[src/usdb_consts.svh]
// Constants of the serial line status, data and divider registers.
// Assumes inclusion by bare name from the package and the register module.
`ifndef USDB_CONSTS_SVH
`define USDB_CONSTS_SVH

// ****************************************************************
// Register offsets, byte addresses
// ****************************************************************
`define USDB_OFF_STATUS 8'h00
`define USDB_OFF_WORD 8'h04
`define USDB_OFF_DIVIDER 8'h08
`define USDB_OFF_SETUP 8'h0C

// ****************************************************************
// Status flag positions
// ****************************************************************
`define USDB_PARITY_FAULT 0
`define USDB_FRAMING_FAULT 1
`define USDB_LINE_NOISE 2
`define USDB_RX_OVERRUN 3
`define USDB_LINE_QUIET 4
`define USDB_RX_FULL 5
`define USDB_SEND_FINISHED 6
`define USDB_SEND_FREE 7
`define USDB_LIN_BREAK 8
`define USDB_CTS_CHANGE 9
`define USDB_FLAG_COUNT 10

// ****************************************************************
// Field layouts and reset values
// ****************************************************************
`define USDB_WORD_WIDTH 9
`define USDB_FRAC_LSB 0
`define USDB_FRAC_MSB 3
`define USDB_INT_LSB 4
`define USDB_INT_MSB 15
`define USDB_SETUP_PARITY_ON 0
`define USDB_SETUP_PARITY_ODD 1
`define USDB_SETUP_NINE_BIT 2
`define USDB_SETUP_CTS_ON 3
`define USDB_STATUS_RESET 10'h0C0
`define USDB_DIVIDER_RESET 16'h0000
`define USDB_SETUP_RESET 4'h0
`define USDB_OVERSAMPLE 17'h00010

`endif

[src/usdb_pkg.sv]
// Types shared by the serial line register block and its neighbours.
// Assumes the constants header is on the include path.
`include "usdb_consts.svh"

package usdb_pkg;

	// ****************************************************************
	// Received word with its line conditions
	// ****************************************************************
	typedef struct packed {
		logic valid;
		logic framing_fault;
		logic line_noise;
		logic [`USDB_WORD_WIDTH-1:0] word;
	} usdb_rx_evt_s;

	// ****************************************************************
	// Line setup seen by the framing logic
	// ****************************************************************
	typedef struct packed {
		logic clear_to_send_handling_on;
		logic nine_bit;
		logic parity_odd;
		logic parity_on;
	} usdb_setup_s;

endpackage

[src/usdb_regs.sv]
// Status, data and bit rate divider registers of a serial transceiver.
// Assumes a framer and shifters on CLOCK_IN; only the CTS pin is asynchronous.
`timescale 1ns/1ns
`include "usdb_consts.svh"

module usdb_regs
(
	// Clock and reset
	input wire logic CLOCK_IN,
	input wire logic NRST_IN,
	// Register port
	input wire logic [7:0] ADDR_IN,
	input wire logic [31:0] WDATA_IN,
	input wire logic WR_IN,
	input wire logic RD_IN,
	output logic [31:0] RDATA_OUT,
	// Receive side
	input wire usdb_pkg::usdb_rx_evt_s RX_EVT_IN,
	input wire logic IDLE_SEEN_IN,
	input wire logic LIN_BREAK_IN,
	input wire logic CLEAR_TO_SEND_INPUT_LOW_IN,
	// Transmit side
	input wire logic TX_TAKE_IN,
	input wire logic TX_SHIFT_DONE_IN,
	output logic [`USDB_WORD_WIDTH-1:0] TX_WORD_OUT,
	output logic TX_PENDING_OUT,
	// Setup and oversampling tick
	output usdb_pkg::usdb_setup_s SETUP_OUT,
	output logic BAUD_TICK16_OUT
);
	import usdb_pkg::*;

	localparam logic [`USDB_FLAG_COUNT-1:0] STATUS_RST = `USDB_STATUS_RESET;

	logic [`USDB_FLAG_COUNT-1:0] line_status_r;
	logic [`USDB_FLAG_COUNT-1:0] flag_set;
	logic [`USDB_FLAG_COUNT-1:0] flag_clr;
	logic [4:0] seq_arm_r;
	logic finish_arm_r;
	logic [`USDB_WORD_WIDTH-1:0] rx_word_r;
	logic [`USDB_FRAC_MSB:`USDB_FRAC_LSB] divider_fraction_r;
	logic [`USDB_INT_MSB-`USDB_INT_LSB:0] divider_integer_r;
	logic [16:0] acc_r;
	logic [16:0] acc_sum;
	logic [16:0] div_full;
	logic cts_s1_r;
	logic cts_s2_r;
	logic cts_s3_r;
	logic sel_status;
	logic sel_word;
	logic sel_divider;
	logic sel_setup;
	logic rd_status;
	logic rd_word;
	logic wr_status;
	logic wr_word;
	logic wr_divider;
	logic rx_take;
	logic rx_overrun;
	logic parity_sum;
	logic parity_bad;
	logic [31:0] rdata_nxt;

	// ****************************************************************
	// Address decode
	// ****************************************************************
	assign sel_status = ADDR_IN == `USDB_OFF_STATUS;
	assign sel_word = ADDR_IN == `USDB_OFF_WORD;
	assign sel_divider = ADDR_IN == `USDB_OFF_DIVIDER;
	assign sel_setup = ADDR_IN == `USDB_OFF_SETUP;
	assign rd_status = RD_IN & sel_status;
	assign rd_word = RD_IN & sel_word;
	assign wr_status = WR_IN & sel_status;
	assign wr_word = WR_IN & sel_word;
	assign wr_divider = WR_IN & sel_divider;

	// ****************************************************************
	// Receive word checks
	// ****************************************************************
	assign rx_take = RX_EVT_IN.valid & ~line_status_r[`USDB_RX_FULL];
	assign rx_overrun = RX_EVT_IN.valid & line_status_r[`USDB_RX_FULL];
	always_comb
	begin
		if (SETUP_OUT.nine_bit)
		begin
			parity_sum = ^RX_EVT_IN.word;
		end
		else
		begin
			parity_sum = ^RX_EVT_IN.word[7:0];
		end
	end
	assign parity_bad = SETUP_OUT.parity_on & (parity_sum ^ SETUP_OUT.parity_odd);

	// ****************************************************************
	// Flag set and clear terms
	// ****************************************************************
	always_comb
	begin
		flag_set = '0;
		flag_set[`USDB_PARITY_FAULT] = rx_take & parity_bad;
		flag_set[`USDB_FRAMING_FAULT] = rx_take & RX_EVT_IN.framing_fault;
		flag_set[`USDB_LINE_NOISE] = rx_take & RX_EVT_IN.line_noise;
		flag_set[`USDB_RX_OVERRUN] = rx_overrun;
		flag_set[`USDB_LINE_QUIET] = IDLE_SEEN_IN;
		flag_set[`USDB_RX_FULL] = rx_take;
		flag_set[`USDB_SEND_FINISHED] = TX_SHIFT_DONE_IN
			& line_status_r[`USDB_SEND_FREE];
		flag_set[`USDB_SEND_FREE] = TX_TAKE_IN & ~wr_word;
		flag_set[`USDB_LIN_BREAK] = LIN_BREAK_IN;
		flag_set[`USDB_CTS_CHANGE] = SETUP_OUT.clear_to_send_handling_on
			& (cts_s2_r ^ cts_s3_r);
	end

	always_comb
	begin
		flag_clr = '0;
		flag_clr[4:0] = {5{rd_word}} & seq_arm_r;
		flag_clr[`USDB_RX_FULL] = rd_word
			| (wr_status & ~WDATA_IN[`USDB_RX_FULL]);
		flag_clr[`USDB_SEND_FINISHED] = (wr_word & finish_arm_r)
			| (wr_status & ~WDATA_IN[`USDB_SEND_FINISHED]);
		flag_clr[`USDB_SEND_FREE] = wr_word;
		flag_clr[`USDB_LIN_BREAK] = wr_status & ~WDATA_IN[`USDB_LIN_BREAK];
		flag_clr[`USDB_CTS_CHANGE] = wr_status & ~WDATA_IN[`USDB_CTS_CHANGE];
	end

	// ****************************************************************
	// Status flags, set wins over clear; for send free a word write beats the take
	// ****************************************************************
	genvar gi;
	generate
		for (gi = 0; gi < `USDB_FLAG_COUNT; gi++)
		begin : g_flag
			always_ff @(posedge CLOCK_IN)
			begin
				if (!NRST_IN)
				begin
					line_status_r[gi] <= STATUS_RST[gi];
				end
				else
				begin
					line_status_r[gi] <= flag_set[gi]
						| (line_status_r[gi] & ~flag_clr[gi]);
				end
			end
		end
	endgenerate

	// ****************************************************************
	// Status-read arming for the two-step clears
	// ****************************************************************
	always_ff @(posedge CLOCK_IN)
	begin
		if (!NRST_IN)
		begin
			seq_arm_r <= 5'h00;
		end
		else if (rd_status)
		begin
			seq_arm_r <= line_status_r[4:0];
		end
		else if (rd_word)
		begin
			seq_arm_r <= 5'h00;
		end
	end

	always_ff @(posedge CLOCK_IN)
	begin
		if (!NRST_IN)
		begin
			finish_arm_r <= 1'b0;
		end
		else if (rd_status)
		begin
			finish_arm_r <= line_status_r[`USDB_SEND_FINISHED];
		end
		else if (wr_word)
		begin
			finish_arm_r <= 1'b0;
		end
	end

	// ****************************************************************
	// Receive data register, left without reset
	// ****************************************************************
	always_ff @(posedge CLOCK_IN)
	begin
		if (rx_take)
		begin
			rx_word_r <= RX_EVT_IN.word;
		end
	end

	// ****************************************************************
	// Transmit data register
	// ****************************************************************
	always_ff @(posedge CLOCK_IN)
	begin
		if (!NRST_IN)
		begin
			TX_WORD_OUT <= '0;
		end
		else if (wr_word)
		begin
			TX_WORD_OUT <= WDATA_IN[`USDB_WORD_WIDTH-1:0];
		end
	end

	always_ff @(posedge CLOCK_IN)
	begin
		if (!NRST_IN)
		begin
			TX_PENDING_OUT <= 1'b0;
		end
		else
		begin
			TX_PENDING_OUT <= wr_word | (TX_PENDING_OUT & ~TX_TAKE_IN);
		end
	end

	// ****************************************************************
	// Divider and setup registers
	// ****************************************************************
	always_ff @(posedge CLOCK_IN)
	begin
		if (!NRST_IN)
		begin
			{divider_integer_r, divider_fraction_r} <= `USDB_DIVIDER_RESET;
		end
		else if (wr_divider)
		begin
			divider_fraction_r <= WDATA_IN[`USDB_FRAC_MSB:`USDB_FRAC_LSB];
			divider_integer_r <= WDATA_IN[`USDB_INT_MSB:`USDB_INT_LSB];
		end
	end

	always_ff @(posedge CLOCK_IN)
	begin
		if (!NRST_IN)
		begin
			SETUP_OUT <= `USDB_SETUP_RESET;
		end
		else if (WR_IN & sel_setup)
		begin
			SETUP_OUT.parity_on <= WDATA_IN[`USDB_SETUP_PARITY_ON];
			SETUP_OUT.parity_odd <= WDATA_IN[`USDB_SETUP_PARITY_ODD];
			SETUP_OUT.nine_bit <= WDATA_IN[`USDB_SETUP_NINE_BIT];
			SETUP_OUT.clear_to_send_handling_on <= WDATA_IN[`USDB_SETUP_CTS_ON];
		end
	end

	// ****************************************************************
	// Fractional oversampling tick generator
	// ****************************************************************
	assign div_full = {1'b0, divider_integer_r, divider_fraction_r};
	assign acc_sum = acc_r + `USDB_OVERSAMPLE;

	always_ff @(posedge CLOCK_IN)
	begin
		if (!NRST_IN)
		begin
			acc_r <= '0;
			BAUD_TICK16_OUT <= 1'b0;
		end
		else if (wr_divider || div_full < `USDB_OVERSAMPLE)
		begin
			acc_r <= '0;
			BAUD_TICK16_OUT <= 1'b0;
		end
		else if (acc_sum >= div_full)
		begin
			acc_r <= acc_sum - div_full;
			BAUD_TICK16_OUT <= 1'b1;
		end
		else
		begin
			acc_r <= acc_sum;
			BAUD_TICK16_OUT <= 1'b0;
		end
	end

	// ****************************************************************
	// Clear-to-send pin synchroniser
	// ****************************************************************
	always_ff @(posedge CLOCK_IN)
	begin
		if (!NRST_IN)
		begin
			cts_s1_r <= 1'b1;
			cts_s2_r <= 1'b1;
		end
		else
		begin
			cts_s1_r <= CLEAR_TO_SEND_INPUT_LOW_IN;
			cts_s2_r <= cts_s1_r;
		end
	end

	// ****************************************************************
	// Clear-to-send change detector, idle level after reset
	// ****************************************************************
	always_ff @(posedge CLOCK_IN)
	begin
		if (!NRST_IN)
		begin
			cts_s3_r <= 1'b1;
		end
		else
		begin
			cts_s3_r <= cts_s2_r;
		end
	end

	// ****************************************************************
	// Read data path
	// ****************************************************************
	always_comb
	begin
		rdata_nxt = 32'h00000000;
		if (RD_IN)
		begin
			if (sel_status)
			begin
				rdata_nxt[`USDB_FLAG_COUNT-1:0] = line_status_r;
			end
			else if (sel_word)
			begin
				rdata_nxt[`USDB_WORD_WIDTH-1:0] = rx_word_r;
			end
			else if (sel_divider)
			begin
				rdata_nxt[`USDB_INT_MSB:0] = div_full[15:0];
			end
			else if (sel_setup)
			begin
				rdata_nxt[3:0] = SETUP_OUT;
			end
		end
	end

	always_ff @(posedge CLOCK_IN)
	begin
		if (!NRST_IN)
		begin
			RDATA_OUT <= 32'h00000000;
		end
		else
		begin
			RDATA_OUT <= rdata_nxt;
		end
	end

endmodule

[config.mk]
export PLATFORM = sky130hd
export DESIGN_NAME = usdb_regs
export DESIGN_NICKNAME = d
export VERILOG_FILES = /design/src/usdb_pkg.sv /design/src/usdb_regs.sv
export VERILOG_INCLUDE_DIRS = /design/src
export SDC_FILE = /design/constraint.sdc
export NUM_CORES = 1
export LEC_CHECK = 0
export BUFFER_PORTS_ARGS = -buffer_cell sky130_fd_sc_hd__buf_2
export CAP_MARGIN = 20
export CORE_MARGIN = 1
export CORE_UTILIZATION = 42
export CTS_BUF_LIST = sky130_fd_sc_hd__clkbuf_2
export CTS_CLUSTER_DIAMETER = 100
export DETAILED_ROUTE_END_ITERATION = 8
export GPL_TIMING_DRIVEN = 0
export PLACE_DENSITY_LB_ADDON = 0.12
export SKIP_LAST_GASP = 1
export SYNTH_ARGS = -nofsm -noshare
export SYNTH_HDL_FRONTEND = slang
export SYNTH_SLANG_ARGS = --single-unit
[constraint.sdc]
create_clock -name CLOCK_IN -period 2.6 [get_ports CLOCK_IN]
set_clock_uncertainty 0.1 [all_clocks]
set_input_delay 0.39 -clock CLOCK_IN [delete_from_list [all_inputs] [get_ports CLOCK_IN]]
set_output_delay 0.39 -clock CLOCK_IN [all_outputs]
set_load 0.01 [all_outputs]
### Word-level counts from Yosys, hierarchy flattened

Index checks and enable logic that the tools add are counted.

| storage, ports and cells | value |
|---|---|
| register bits | 108 |
| input bits | 61 |
| output and inout bits | 47 |

| operators by class | value |
|---|---|
| add/subtract/negate cells | 2 |
| magnitude comparators | 2 |
| bitwise operators | 66 |
| reduce and logical (&&, ||, !) cells | 9 |
| equal/unequal tests | 3 |
| mux-type cells | 13 |

Operators by type and width:

| operator | number |
|---|---|
| AND 1 bit | 31 |
| inverter 1 bit | 19 |
| adder 17 x 5 -> 17 bit (second input constant) | 1 |
| >= comparator 17 x 16 -> 1 bit | 1 |
| 2-to-1 mux 17 bit | 1 |
| subtractor 17 x 16 -> 17 bit | 1 |
| equality test 8 x 4 -> 1 bit (second input constant) | 2 |
| < comparator 16 x 5 -> 1 bit (second input constant) | 1 |
| OR 1 bit | 13 |
| 2-to-1 mux 12 bit | 1 |
| 2-to-1 mux 10 bit | 1 |
| 2-to-1 mux 5 bit | 2 |
| 2-to-1 mux 9 bit | 1 |
| parity 9 bit | 1 |
| equality test 8 x 3 -> 1 bit (second input constant) | 1 |
| logical NOT 8 bit | 1 |
| 2-to-1 mux 4 bit | 2 |
| parity 8 bit | 1 |
| 2-to-1 mux 7 bit | 1 |
| AND 5 bit | 1 |
| OR reduction 5 bit | 1 |
| 2-to-1 mux 1 bit | 4 |
| nonzero test 2 bit | 2 |
| AND reduction 2 bit | 1 |
| 3 further kinds | 4 |

### Depth between registers and ports, before layout

| logic depth | value |
|---|---|
| word-level depth | 7 |
| gate-level depth with buffers | 14 |
| depth with buffers taken out | 11 |

### Worst setup path before layout

OpenSTA, ideal clock, no wires.

| timing path | value |
|---|---|
| path type | reg-to-reg |
| start | reg acc_r[6] |
| end | reg acc_r[9] |
| library setup time | 131 ps |
| clock period less this slack | 2809 ps |
| stages on the path, launching flop included | 13 |
| path buffers | 2 |
| arrival | 2578 ps |
| slack | -209 ps |
| cells stage by stage | dfxtp_1 -> nand4_2 -> nor4_1 -> xor2_1 -> ha_1 -> and4_1 -> nand3_1 -> nor4_1 -> or4_1 -> buf_4 -> buf_6 -> o22ai_2 -> a21oi_2 |

| on the way | value |
|---|---|
| word-level cells in the longest chain between the ends | 3 |

RTL lines:

| element | line | RTL |
|---|---|---|
| start: declaration | usdb_regs.sv:43 | `logic [16:0] acc_r;` |
| start signal: assignment | usdb_regs.sv:274 | `acc_r <= acc_sum - div_full;` |
| start signal: assignment | usdb_regs.sv:279 | `acc_r <= acc_sum;` |
| adder 17 x 5 -> 17 bit (no line) * | - |  |
| subtractor 17 x 16 -> 17 bit / >= comparator 17 x 16 -> 1 bit (equally long branches) | usdb_regs.sv:274, usdb_regs.sv:272 |  |
| 2-to-1 mux 17 bit * | usdb_regs.sv:272 | `else if (acc_sum >= div_full)` |

Every way passes the cells marked *; elsewhere a longest branch is shown, timed or not.
A chain may end at the register's enable or synchronous reset.

### Worst setup path after layout

| timing path | value |
|---|---|
| start | reg acc_r[6] |
| end | reg acc_r[3] |

| on the way | value |
|---|---|
| word-level cells in the longest chain between the ends | 3 |

RTL lines:

| element | line |
|---|---|
| adder 17 x 5 -> 17 bit (no line) | - |
| >= comparator 17 x 16 -> 1 bit | usdb_regs.sv:272 |
| 2-to-1 mux 17 bit | usdb_regs.sv:272 |

No other way between the ends.

==> key figures <==
CTS
  – CTS tree: built
  – Num CTS Buffers: 9
  – CTS Root Cell: clkbuf_2
  – CTS sink cnt: 92
  – Clock Path Buffers: 2
  – Worst-Skew Late Latency: 600 ps
  – Clk slew on worst S/H paths: 260 ps
  – Htree depth: 3

Synth
  – Synth area leaders: dfxtp_1, mux2i_1, nor2b_1, edfxtp_1, ha_1
  – Cell taking the most area after synthesis: dfxtp_1
  – Flops & latches, synth: 92
  – Cell with the most instances after synthesis: dfxtp_1
  – Yosys warns: 0
  – Most used flip-flop cell after synthesis: dfxtp_1
  – Mean post-synth cell area: 9.29 µm²
  – Synth async-reset ratio: 0%
  – Cell variety after synth: 61
  – Seq/Total Area, Yosys: 39.3%
  – Number of synthesized flops with an enable pin: 9
  – Synth Instances: 529
  – Synth Cell Area: 4910 µm²
  – Top-area cell type share of the netlist area: 33.8%
  – Commonest cells in the netlist: dfxtp_1, nor2b_1, mux2i_1

Power
  – Maximum vdd drop: 0.271 mV
  – Total chip power: 2.69 mW
  – Power per cell area: 385 nW/µm²
  – LEAKAGE: 3.08 nW

Critical path
  – Critical Path AT: 3330 ps
  – WP buf/inv: 2
  – CP startpoint kind: flip-flop
  – Crit. End Element: flip-flop
  – Critical path fanouts, max: 9
  – Crit path max-delay cell type: dfxtp_4
  – CP top delay family: compound AO/OA/AOI/OAI gates
  – Worst path max stage delay: 450 ps
  – CP Data Required Time: 3010 ps
  – Critical-path cell list: nand4_4, nor2_2, nand2_1, xnor2_2, ha_4, nand3_1, nor2_1, o211ai_1, buf_4, a21o_4, buf_12, a211o_1, a21oi_1
  – Setup CP Type: flip-flop to flip-flop

Global routing
  – M2 GR Usage: 41.2%
  – GR Overflow Total: 0
  – Vias in the first global route: 4392
  – Tot GR Track Use: 24.4%
  – Largest net degree at the start of global routing: 17
  – Grt peak-use layer: met2
  – Met3 usage: 2.76%
  – GRT met1 Usage: 32.0%
  – Antenna violations before repair: 0
  – First-pass GRT wire length: 22300 µm

Timing
  – Period minus WS final: 2920 ps
  – Fin crit share: 112%
  – Final Max Slew Viols: 0
  – FMAX: 342 MHz
  – Worst slew pin tran: 779 ps
  – RSZ-0062 raised after global routing: yes
  – Final hold vios: 0
  – Setup WS post-layout: -321 ps
  – Slew headroom: 48.0%
  – Number of endpoints failing setup at the final stage: 18

Floorplanning
  – Cell row count: 39
  – Die span in y: 110 µm
  – Core area: 11400 µm²
  – Die area: 12100 µm²
  – IO Pins: 108
  – Die Width: 110 µm
  – Starting Density: 43.0%

Place
  – HPWL Detailed: 9770 µm
  – IO buf count: 75
  – Routability cong.: 0.876

Detailed routing
  – Drt initial violations: 305
  – DRT antenna net count: 0
  – Vias: 4572
  – DR pass1 iterations: 5
  – DRC: 0
  – Drt wl/cell: 17.0 µm
  – Final wirelength: 14600 µm
  – Via/cell ratio: 5.33

Finish
  – Filler cells: 940
  – Area grow syn2layout: 42.2%
  – Ant. Diodes: 0
  – Final core area utilization: 61.2%
  – Layout cells sized above 1: 34.2%
  – Layout net count: 789

Flow run
  – Max-Cap Viols: 0

Run status
  – Status: complete, but fails checks
  – Failing checks: setup timing

Worst hold path
  – Worst Hold Class: primary input to flip-flop
## metal layers
metal / vias to the layer above / wire (µm) / share of wire, %
met2: 156 / 7090 / 49
li1: 2201 / - / -
met5: - / 0 / 0
met3: 31 / 719 / 4.9
met4: 0 / 330 / 2.3
met1: 2184 / 6430 / 44
## cell type report
cell class | instances | area, µm² | area share [%]
buffer | 37 | 265 | 3.80
clock buffer | 10 | 50.0 | 0.717
clock inverter | 6 | 118 | 1.68
inverter | 30 | 113 | 1.61
multi-input combinational | 382 | 3140 | 45.0
sequential | 92 | 1960 | 28.1
tap | 143 | 179 | 2.56
timing repair buffer | 157 | 1150 | 16.5
## power breakdown
| part | switching (mW) | internal [mW] | leakage, nW |
|---|---|---|---|
| Clock | 0.526 | 0.427 | 0.0947 |
| Sequential | 0.00997 | 1.45 | 0.764 |
| Combinational | 0.125 | 0.150 | 2.22 |
| Total | 0.662 | 2.03 | 3.08 |
## repair_timing
item / CTS / global route
gates cloned: 2 / 0
hold endpoints to repair: 48 / 0
buffers inserted: 35 / 8
hold buffers: 36 / 0
endpoints found under the setup margin: 18 / 18
pin swaps: 44 / 15
resized for setup: 70 / 35
## worst paths after layout
check             cells past startpoint  slack, ps        from            to
setup / recovery                     13       -320    acc_r[6]      acc_r[3]
hold reg to reg                       1        340    cts_s1_r      cts_s2_r
setup reg to reg                     13       -320    acc_r[6]      acc_r[3]
hold / removal                        4        150  ADDR_IN[2]  RDATA_OUT[4]
## cell families (layout without fill, tap and decap cells)
group | after synthesis | count (layout) | share of synthesized area (%)
simple gates | 178 | 178 | 20.8
compound gates | 103 | 103 | 13.8
flops | 92 | 92 | 39.3
buf+inv | 70 | 240 | 7.13
mux | 39 | 39 | 8.97
xor+xnor | 27 | 27 | 4.97
fa+ha+maj | 19 | 19 | 4.99
other cells | 1 | 16 | 0.0763
## sequential cells by signal, indices dropped and copies added (netlist names)
| name | flops |
|---|---|
| acc_r | 17 |
| finish_arm_r | 1 |
| line_status_r | 10 |
| seq_arm_r | 5 |
| cts_s1_r | 1 |
| SETUP_OUT | 4 |
| cts_s3_r | 1 |
| divider_integer_r | 12 |
| rx_word_r | 9 |
| BAUD_TICK16_OUT | 1 |
| RDATA_OUT | 16 |
| divider_fraction_r | 4 |
| cts_s2_r | 1 |
| TX_WORD_OUT | 9 |
| TX_PENDING_OUT | 1 |
## layout by cell type, fill, tap and decap left out, drive strengths merged, types with 5 or more instances in the layout
master	instances
inv	32
a21o	5
nand2b	6
o21ai	22
a21boi	7
nor4	11
a22o	6
clkbuf	22
xor2	7
o22ai	6
a21oi	30
nor2b	45
nand2	23
xnor2	20
o21a	7
dlygate4sd3	36
mux2i	35
dfxtp	83
ha	18
nand3	31
a211oi	6
nand4	7
and3	8
edfxtp	9
and2	6
conb	16
nor3	6
nor2	20
buf	146
## worst reg2reg max path, stage by stage (launching register included)
cell and delay (ps):
dfxtp_4 450, nand4_4 150, nor2_2 160, nand2_1 100, xnor2_2 170, ha_4 330
nand3_1 140, nor2_1 170, o211ai_1 110, buf_4 180, a21o_4 240, buf_12 140
a211o_1 280, a21oi_1 130
## per-stage QoR
step | hold WS, ps | cell area [µm²] | cells | TNS [ps] | setup slack [ps]
detailed placement | 297 | 5580 | 762 | -12790 | -763
floorplan | 286 | 5020 | 544 | -994 | -125
finish | 146 | 6980 | 857 | -4580 | -321
CTS | 91.8 | 6730 | 849 | -4340 | -328
global route | 103 | 6980 | 857 | -6130 | -484
global placement | 289 | 5580 | 762 | -11630 | -700
Note: power is estimated with default switching activity, not from simulation.
